### config.mk
export PLATFORM = sky130hd
export DESIGN_NAME = sar_adc_control
export DESIGN_NICKNAME = d
export VERILOG_FILES = /design/src/rtl/sar_adc_pkg.sv /design/src/rtl/level_sync.sv /design/src/rtl/conv_tick_divider.sv /design/src/rtl/sar_adc_control.sv
export SDC_FILE = /design/constraint.sdc
export NUM_CORES = 1
export LEC_CHECK = 0
export BUFFER_PORTS_ARGS = -buffer_cell sky130_fd_sc_hd__buf_2
export CORE_UTILIZATION = 62
export CTS_CLUSTER_SIZE = 25
export DETAILED_ROUTE_END_ITERATION = 8
export HOLD_SLACK_MARGIN = 0.05
export PLACE_DENSITY = 0.86
export SETUP_SLACK_MARGIN = 0.1
export SYNTH_ARGS = -nofsm -noshare
export SYNTH_HDL_FRONTEND = slang
export SYNTH_SLANG_ARGS = --single-unit
### constraint.sdc
create_clock -name clk_in -period 5.3 [get_ports clk_in]
set_input_delay 0.265 -clock clk_in [delete_from_list [all_inputs] [get_ports clk_in]]
set_output_delay 0.265 -clock clk_in [all_outputs]
set_load 0.05 [all_outputs]
### src/rtl/sar_adc_pkg.sv
`default_nettype none
package sar_adc_pkg;

  ////////////////////////////////////////////////////////////////////////////
  // Register map.
  localparam logic [7:0] DATA_OFS    = 8'hd0;
  localparam logic [7:0] CTRL_OFS    = 8'hd1;
  localparam logic [7:0] STATUS_OFS  = 8'hd2;
  localparam logic [7:0] MASK_OFS    = 8'hd3;

  // Control register fields.
  localparam int         CTRL_IE_BIT    = 7;
  localparam int         CTRL_EOC_BIT   = 6;
  localparam int         CTRL_START_BIT = 5;
  localparam int         CTRL_PWR_BIT   = 4;
  localparam logic [7:0] CTRL_RESET     = 8'h40;

  // Event status and mask fields.
  localparam int         EV_DONE_BIT  = 0;
  localparam int         EV_ABORT_BIT = 1;
  localparam int         EV_NUM       = 2;
  localparam logic [1:0] MASK_RESET   = 2'h1;

  ////////////////////////////////////////////////////////////////////////////
  // Timing: the reference conversion time at the reference oscillator.
  localparam int OSC_REF_KHZ  = 8000;
  localparam int CONV_TIME_NS = 70000;
  localparam int TICK_DIV     = 12;
  localparam int RES_BITS     = 8;
  localparam int BIT_TICKS    = 5;
  localparam int CONV_TICKS   =
    CONV_TIME_NS * (OSC_REF_KHZ / 1000) / 1000 / TICK_DIV;
  localparam int SAMPLE_TICKS = CONV_TICKS - RES_BITS * BIT_TICKS;
  localparam int CONV_CYCLES  = CONV_TICKS * TICK_DIV;

  ////////////////////////////////////////////////////////////////////////////
  // Types.
  typedef enum logic [1:0] {
    PH_IDLE   = 2'b00,
    PH_SAMPLE = 2'b01,
    PH_BITS   = 2'b10
  } phase_e;

  typedef struct packed {
    logic [7:0]  rdata;
    logic        irq;
    logic        busy;
    logic        done_irq_enable;
    logic        eoc;
    logic        converter_power_select;
    logic [1:0]  status;
    logic [1:0]  mask;
    logic [7:0]  result;
    logic [7:0]  trial;
    logic [2:0]  bit_idx;
    logic [5:0]  tick_cnt;
    phase_e      phase;
  } adc_state_s;

  typedef struct packed {
    logic [3:0] cnt;
    logic       tick;
  } div_state_s;

  typedef struct packed {
    logic meta;
    logic sync;
  } sync_state_s;

endpackage
`default_nettype wire

### src/rtl/level_sync.sv
`timescale 1ns/10ps
`default_nettype none
module level_sync (
  input  wire logic clk_in,
  input  wire logic rst_n_in,
  input  wire logic level_in,
  output logic      level_out
);

  sar_adc_pkg::sync_state_s st_q;
  sar_adc_pkg::sync_state_s st_d;

  // The first stage feeds only the second stage.
  always_comb
  begin
    st_d.meta = level_in;
    st_d.sync = st_q.meta;
  end

  always_ff @(posedge clk_in or negedge rst_n_in)
  begin
    if (!rst_n_in)
    begin
      st_q <= '0;
    end
    else
    begin
      st_q <= st_d;
    end
  end

  assign level_out = st_q.sync;

endmodule // level_sync
`default_nettype wire

### src/rtl/conv_tick_divider.sv
`timescale 1ns/10ps
`default_nettype none
module conv_tick_divider (
  input  wire logic clk_in,
  input  wire logic rst_n_in,
  input  wire logic restart_in,
  input  wire logic run_in,
  output logic      tick_out
);

  localparam logic [3:0] DIV_LAST = 4'(sar_adc_pkg::TICK_DIV - 1);

  sar_adc_pkg::div_state_s st_q;
  sar_adc_pkg::div_state_s st_d;

  // Restart realigns the divider so every conversion has the same length.
  always_comb
  begin
    st_d = st_q;
    st_d.tick = 1'b0;
    if (restart_in || !run_in)
    begin
      st_d.cnt = 4'h0;
    end
    else if (st_q.cnt == DIV_LAST)
    begin
      st_d.cnt = 4'h0;
      st_d.tick = 1'b1;
    end
    else
    begin
      st_d.cnt = st_q.cnt + 4'h1;
    end
  end

  always_ff @(posedge clk_in or negedge rst_n_in)
  begin
    if (!rst_n_in)
    begin
      st_q <= '0;
    end
    else
    begin
      st_q <= st_d;
    end
  end

  assign tick_out = st_q.tick;

endmodule // conv_tick_divider
`default_nettype wire

### src/rtl/sar_adc_control.sv
// Summary of operation
// - Eight-bit successive approximation, stepped at the clock over twelve.
// - A full conversion lasts about 70 us at an 8 MHz oscillator.
// - Writing start while power select is already set begins a conversion and clears the done flag at once.
// - Completion sets the done flag; the result is then valid.
// - One conversion per start write; no automatic repetition.
// - A start during a conversion abandons it and begins anew.
// - The start bit is write-only and always reads as zero.
// - Done raises the interrupt only while the interrupt enable is set.
// - Power select low means power-down; high means powered and ready.
// - Wait mode does not power down; software clears power select itself.
// - Reset aborts conversion and loads the control register with 40h.
// - Control: enable bit 7, done bit 6, start bit 5, power bit 4.
// - Read-only result register at address D0h.
//
// Design decisions made here: the placing of the registers and the strobed register port.
`timescale 1ns/10ps
`default_nettype none
module sar_adc_control (
  input  wire logic       clk_in,
  input  wire logic       rst_n_in,
  input  wire logic [7:0] addr_in,
  input  wire logic [7:0] wdata_in,
  input  wire logic       wr_in,
  input  wire logic       rd_in,
  input  wire logic       comp_in,
  output logic      [7:0] rdata_out,
  output logic            irq_out,
  output logic      [7:0] dac_code_out,
  output logic            converter_power_out,
  output logic            conversion_active_out
);

  ////////////////////////////////////////////////////////////////////////////
  // Constants and decoding.
  // Step counts fix the conversion length.
  localparam logic [5:0] SAMPLE_LAST = 6'(sar_adc_pkg::SAMPLE_TICKS - 1);
  localparam logic [5:0] BIT_LAST    = 6'(sar_adc_pkg::BIT_TICKS - 1);
  localparam logic [2:0] MSB_IDX     = 3'(sar_adc_pkg::RES_BITS - 1);
  localparam logic [9:0] CONV_CYC    = 10'(sar_adc_pkg::CONV_CYCLES);

  function automatic logic reg_hit(input logic [7:0] addr,
                                   input logic [7:0] ofs);
    reg_hit = (addr == ofs);
  endfunction

  sar_adc_pkg::adc_state_s st_q;
  sar_adc_pkg::adc_state_s st_d;

  logic       comp_sync;
  logic       tick;
  logic       ctrl_wr;
  logic       start_go;
  logic       done_now;
  logic [9:0] conv_cyc_q;

  ////////////////////////////////////////////////////////////////////////////
  // Comparator input and step clock.
  level_sync u_comp_sync (
    .clk_in    (clk_in),
    .rst_n_in  (rst_n_in),
    .level_in  (comp_in),
    .level_out (comp_sync)
  );

  conv_tick_divider u_tick (
    .clk_in     (clk_in),
    .rst_n_in   (rst_n_in),
    .restart_in (start_go),
    .run_in     (st_q.phase != sar_adc_pkg::PH_IDLE),
    .tick_out   (tick)
  );

  assign ctrl_wr = wr_in && reg_hit(addr_in, sar_adc_pkg::CTRL_OFS);
  assign start_go = ctrl_wr && wdata_in[sar_adc_pkg::CTRL_START_BIT]
                    && st_q.converter_power_select;
  assign done_now = (st_q.phase == sar_adc_pkg::PH_BITS) && tick
                    && (st_q.tick_cnt == BIT_LAST) && (st_q.bit_idx == 3'h0)
                    && !start_go && !(ctrl_wr
                    && !wdata_in[sar_adc_pkg::CTRL_PWR_BIT]);

  ////////////////////////////////////////////////////////////////////////////
  // Next state.
  always_comb
  begin
    logic [7:0] decided;
    logic [1:0] ev;
    logic [1:0] clr;
    decided = st_q.trial;
    ev = 2'h0;
    clr = 2'h0;
    st_d = st_q;
    if (ctrl_wr)
    begin
      st_d.done_irq_enable = wdata_in[sar_adc_pkg::CTRL_IE_BIT];
      st_d.converter_power_select = wdata_in[sar_adc_pkg::CTRL_PWR_BIT];
    end
    if (start_go)
    begin
      if (st_q.phase != sar_adc_pkg::PH_IDLE)
      begin
        ev[sar_adc_pkg::EV_ABORT_BIT] = 1'b1;
      end
      st_d.phase = sar_adc_pkg::PH_SAMPLE;
      st_d.tick_cnt = 6'h0;
      st_d.eoc = 1'b0;
      st_d.trial = 8'h00;
    end
    else if ((st_q.phase != sar_adc_pkg::PH_IDLE) && !st_d.converter_power_select)
    begin
      ev[sar_adc_pkg::EV_ABORT_BIT] = 1'b1;
      st_d.phase = sar_adc_pkg::PH_IDLE;
      st_d.trial = 8'h00;
    end
    else if (tick)
    begin
      unique case (st_q.phase)
        sar_adc_pkg::PH_IDLE:
        begin
          st_d.tick_cnt = 6'h0;
        end
        sar_adc_pkg::PH_SAMPLE:
        begin
          if (st_q.tick_cnt == SAMPLE_LAST)
          begin
            st_d.phase = sar_adc_pkg::PH_BITS;
            st_d.tick_cnt = 6'h0;
            st_d.bit_idx = MSB_IDX;
            st_d.trial = 8'h80;
          end
          else
          begin
            st_d.tick_cnt = st_q.tick_cnt + 6'h1;
          end
        end
        sar_adc_pkg::PH_BITS:
        begin
          if (st_q.tick_cnt == BIT_LAST)
          begin
            if (!comp_sync)
            begin
              decided[st_q.bit_idx] = 1'b0;
            end
            st_d.tick_cnt = 6'h0;
            if (st_q.bit_idx == 3'h0)
            begin
              st_d.phase = sar_adc_pkg::PH_IDLE;
              st_d.result = decided;
              st_d.eoc = 1'b1;
              ev[sar_adc_pkg::EV_DONE_BIT] = 1'b1;
              st_d.trial = decided;
            end
            else
            begin
              st_d.bit_idx = st_q.bit_idx - 3'h1;
              decided[st_q.bit_idx - 3'h1] = 1'b1;
              st_d.trial = decided;
            end
          end
          else
          begin
            st_d.tick_cnt = st_q.tick_cnt + 6'h1;
          end
        end
        default:
        begin
          st_d.phase = sar_adc_pkg::PH_IDLE;
        end
      endcase
    end
    if (wr_in && reg_hit(addr_in, sar_adc_pkg::STATUS_OFS))
    begin
      clr = wdata_in[1:0];
    end
    // A new event wins over a clear in the same cycle.
    st_d.status = (st_q.status & ~clr) | ev;
    if (wr_in && reg_hit(addr_in, sar_adc_pkg::MASK_OFS))
    begin
      st_d.mask = wdata_in[1:0];
    end
    st_d.busy = (st_d.phase != sar_adc_pkg::PH_IDLE);
    st_d.irq = (st_d.status[sar_adc_pkg::EV_DONE_BIT]
                && st_d.mask[sar_adc_pkg::EV_DONE_BIT] && st_d.done_irq_enable)
               || (st_d.status[sar_adc_pkg::EV_ABORT_BIT]
                && st_d.mask[sar_adc_pkg::EV_ABORT_BIT]);
    st_d.rdata = 8'h00;
    if (rd_in)
    begin
      if (reg_hit(addr_in, sar_adc_pkg::DATA_OFS))
      begin
        st_d.rdata = st_q.result;
      end
      else if (reg_hit(addr_in, sar_adc_pkg::CTRL_OFS))
      begin
        st_d.rdata[sar_adc_pkg::CTRL_IE_BIT] = st_q.done_irq_enable;
        st_d.rdata[sar_adc_pkg::CTRL_EOC_BIT] = st_q.eoc;
        st_d.rdata[sar_adc_pkg::CTRL_PWR_BIT] = st_q.converter_power_select;
      end
      else if (reg_hit(addr_in, sar_adc_pkg::STATUS_OFS))
      begin
        st_d.rdata[1:0] = st_q.status;
      end
      else if (reg_hit(addr_in, sar_adc_pkg::MASK_OFS))
      begin
        st_d.rdata[1:0] = st_q.mask;
      end
    end
  end

  ////////////////////////////////////////////////////////////////////////////
  // State register.
  always_ff @(posedge clk_in or negedge rst_n_in)
  begin
    if (!rst_n_in)
    begin
      st_q <= '0;
      st_q.done_irq_enable <= sar_adc_pkg::CTRL_RESET[sar_adc_pkg::CTRL_IE_BIT];
      st_q.eoc <= sar_adc_pkg::CTRL_RESET[sar_adc_pkg::CTRL_EOC_BIT];
      st_q.converter_power_select <= sar_adc_pkg::CTRL_RESET[sar_adc_pkg::CTRL_PWR_BIT];
      st_q.mask <= sar_adc_pkg::MASK_RESET;
      st_q.phase <= sar_adc_pkg::PH_IDLE;
    end
    else
    begin
      st_q <= st_d;
    end
  end

  assign rdata_out = st_q.rdata;
  assign irq_out = st_q.irq;
  assign dac_code_out = st_q.trial;
  assign converter_power_out = st_q.converter_power_select;
  assign conversion_active_out = st_q.busy;

  ////////////////////////////////////////////////////////////////////////////
  // Checks.
  always_ff @(posedge clk_in or negedge rst_n_in)
  begin
    if (!rst_n_in)
    begin
      conv_cyc_q <= 10'h000;
    end
    else if (start_go)
    begin
      conv_cyc_q <= 10'h000;
    end
    else if (conv_cyc_q != 10'h3ff)
    begin
      conv_cyc_q <= conv_cyc_q + 10'h001;
    end
  end
endmodule // sar_adc_control
`default_nettype wire

==> impl_metrics.json <==
{
  "met1_usage_pct": 32.6,
  "die_h_um": 71.1,
  "cp-start-kind": "flop",
  "drv_slew": 0,
  "path_max_fanout": 18,
  "maxCapViolCount": 0,
  "synthCells": 311,
  "status": "finished with violations",
  "gp_congestion": 0.865,
  "seq_area_um2": 1280,
  "slew_headroom_pct": 32.6,
  "grt_pass1_wl_mm": 10.1,
  "finalCriticalPeriod_ps": 2990,
  "synth_area_leaders": "dfrtp_1 (41%), nand2_1 (4.6%), buf_4 (4.3%)",
  "setup_tns_ps": 0,
  "drt-wirelength-per-cell_um": 15.4,
  "muxShareOfSynthArea_pct": 4.10,
  "synthFlopType": "dfrtp_1",
  "avgSynthCellArea_um2": 9.52,
  "slowest_stage": "or2_0",
  "vdd_ir_drop_max_v": 0.000147,
  "viasPerCell": 6.05,
  "top_usage_layer": "met2",
  "reg2reg_depth": 7,
  "first_global_vias": 2265,
  "antenna_found_initial": 0,
  "path_cells": "inv_1 > ha_1 > o2bb2ai_1 > nor4_1 > or2_0 > nand3_4 > o31ai_1",
  "antenna_left": 0,
  "hold_violations": 0,
  "violations": "DRC",
  "setup_violations": 0,
  "first_pass_iters": 6,
  "post-route-period-util_pct": 56.3,
  "cp-endpoint": "dac_code_out[1]$_DFFE_PN0P_",
  "die_w_um": 71.1,
  "synthAdderAreaFrac_pct": 4.22,
  "grt_max_degree": 52,
  "layout-drive-gt1-share_pct": 18.7,
  "synth_top_family_by_area": "simple AND/OR/NAND/NOR gates",
  "synth_edf_count": 0,
  "ff2ff_setup_slack_ps": 2310,
  "place_ws_ps": 2370,
  "max_stage_delay_ps": 830,
  "n_fill_cell": 324,
  "grtUsageMet2_pct": 43.3,
  "skew_ps": 7.69,
  "yosys.area.top_type": "dfrtp_1",
  "io_pins": 40,
  "synth-compound-area-share_pct": 16.7,
  "critPathCaptureType": "flop",
  "yosys.area_share.xor_xnor_pct": 1.18,
  "worst_slack_ps": 2310,
  "final_nets": 357,
  "r2r_start": "st_q[1]$_DFF_PN0_",
  "synth.distinct_cells": 60,
  "p_leak_nw": 1.52,
  "clock_latency_ps": 310,
  "dr_total_vias": 2292,
  "worst_pin_slew_ps": 1010,
  "h-tree-depth": 2,
  "track_usage_pct": 25.3,
  "cts_tree": "done",
  "synthSimpleGateAreaFrac_pct": 22.3,
  "grt_overflow_total": 0,
  "synth-seq-cells": 51,
  "yosys_warnings": 0,
  "required_ps": 5510,
  "place_hpwl_mm": 4.20,
  "rsz0062_at_grt": "no",
  "r2r_end": "dac_code_out[1]$_DFFE_PN0P_",
  "drt_wl_total_mm": 5.82,
  "rows": 24,
  "async_reset_ff_share_pct": 100,
  "crit_path_start": "st_q[1]$_DFF_PN0_",
  "numCtsBuffers": 5,
  "diodes": 0,
  "utilization_pct": 70.9,
  "clockRootBuffer": "clkbuf_8",
  "dieArea_um2": 5060,
  "io_buffers": 36,
  "fin_hold_ws_ps": 64.1,
  "ctsResizeCount": 0,
  "synth_top_area_share_pct": 41.4,
  "clkSinkCount": 51,
  "yosysSeqAreaShare_pct": 43.2,
  "area_growth_pct": 7.10,
  "synthesis.area_um2": 2960,
  "fmax_mhz": 335,
  "fp.coreArea_um2": 4470,
  "grt_use_met3_pct": 3.85,
  "multi_input_area_um2": 1440,
  "hp-class": "input pin to asynchronous set/reset pin",
  "drtIter0Drc": 190,
  "drc": 2,
  "crit_type": "flop to flop",
  "syn_nets": 342,
  "clk_path_buf_depth": 2,
  "initial_core_util_pct": 66.2,
  "power.density_nw_per_um2": 244,
  "clkTransAtPathRegs_ps": 90,
  "critPathArrivalTime_ps": 3190
}
## Yosys cell counts, types with 3 or more instances
cell type	n
dfrtp_1	49
nand2_1	36
nor2_1	22
o21ai_0	18
buf_4	17
inv_1	15
mux2i_1	11
nand3_1	11
ha_1	10
a31oi_1	8
and2_1	8
and3_1	7
clkbuf_1	7
a21oi_1	6
nor3_1	6
o211ai_1	5
o31ai_1	5
buf_2	4
nor2b_1	4
nor3b_1	4
a21boi_0	3
nand4b_1	3
xor2_1	3
## logic make-up after synthesis
kind of cell    Yosys count
fa+ha+maj                10
mux                      12
flops                    51
simple gates            122
xor+xnor                  4
buf+inv                  45
compound gates           67
## report_power, final
| group | total [mW] | internal, mW | switching [mW] |
|---|---|---|---|
| clock network | 0.317 | 0.188 | 0.129 |
| logic | 0.0556 | 0.0186 | 0.0371 |
| registers | 0.401 | 0.396 | 0.00526 |
## what timing repair did
item | 4_1_cts | 5_1_grt
buffers inserted | 0 | 0
hold endpoints to repair | 1 | 0
hold buffers | 1 | 0
## cell type report
class | count | share of cell area [%]
clock buffers | 5 | 2.17
clock inverters | 3 | 2.13
inverters | 15 | 1.78
multi-input cells | 215 | 45.3
flip-flops and latches | 51 | 40.3
well taps | 52 | 2.05
repair buffers | 38 | 6.23
## worst max-delay path, delay by kind of cell (launching register included)
kind | cells | cell delay, ps
compound gates | 2 | 480
buf+inv | 1 | 110
fa+ha+maj | 1 | 450
simple gates | 3 | 1430
flops | 1 | 410
## worst min path at each step
stage,from,to,slack (ps),depth (start not counted)
2_1_floorplan,rst_n_in,conversion_active_out$_DFF_PN0_,-30,0
3_3_place_gp,u_comp_sync.st_d[0]$_DFF_PN0_,u_comp_sync.level_out$_DFF_PN0_,340,0
3_5_place_dp,u_comp_sync.st_d[0]$_DFF_PN0_,u_comp_sync.level_out$_DFF_PN0_,340,0
4_1_cts,rst_n_in,dac_code_out[4]$_DFFE_PN0P_,80,2
5_1_grt,rst_n_in,dac_code_out[7]$_DFFE_PN0P_,110,2
6_report,rst_n_in,rdata_out[1]$_DFF_PN0_,60,2
## sequential cells by signal, summed over array words and instances, names as in the netlist
| register | cells |
|---|---|
| u_tick.st_q | 4 |
| rdata_out | 8 |
| irq_out | 1 |
| u_comp_sync.level_out | 1 |
| conversion_active_out | 1 |
| dac_code_out | 8 |
| st_q | 25 |
| u_tick.tick_out | 1 |
| u_comp_sync.st_d | 1 |
| converter_power_out | 1 |
## metal layers
layer / vias to the layer above / share of wire (%) / wire length (um)
met5: - / 0 / 0
met4: 0 / 1.0 / 60
met3: 6 / 4.9 / 284
met2: 64 / 50 / 2920
met1: 1104 / 44 / 2560
li1: 1118 / - / -
## cells in the final DEF, fill, tap and decap left out, types with 6 or more instances in the layout
cell,instances
dfrtp_1,49
nand2_1,36
nand3_1,11
nor3_1,6
nor2_1,22
buf_2,36
and3_1,7
inv_1,15
o21ai_0,18
a21oi_1,6
mux2i_1,11
a31oi_1,8
ha_1,10
and2_1,8
## metrics by stage
step | instances | cell area, um2 | power (mW)
after CTS | 379 | 3170 | 0.782
after global routing | 379 | 3170 | 0.804
final | 379 | 3170 | 0.774
after detailed placement | 370 | 3030 | 0.464
after global placement | 370 | 3030 | 0.462
after floorplan | 311 | 2960 | 0.443
Power figures use the tool's default switching activity.
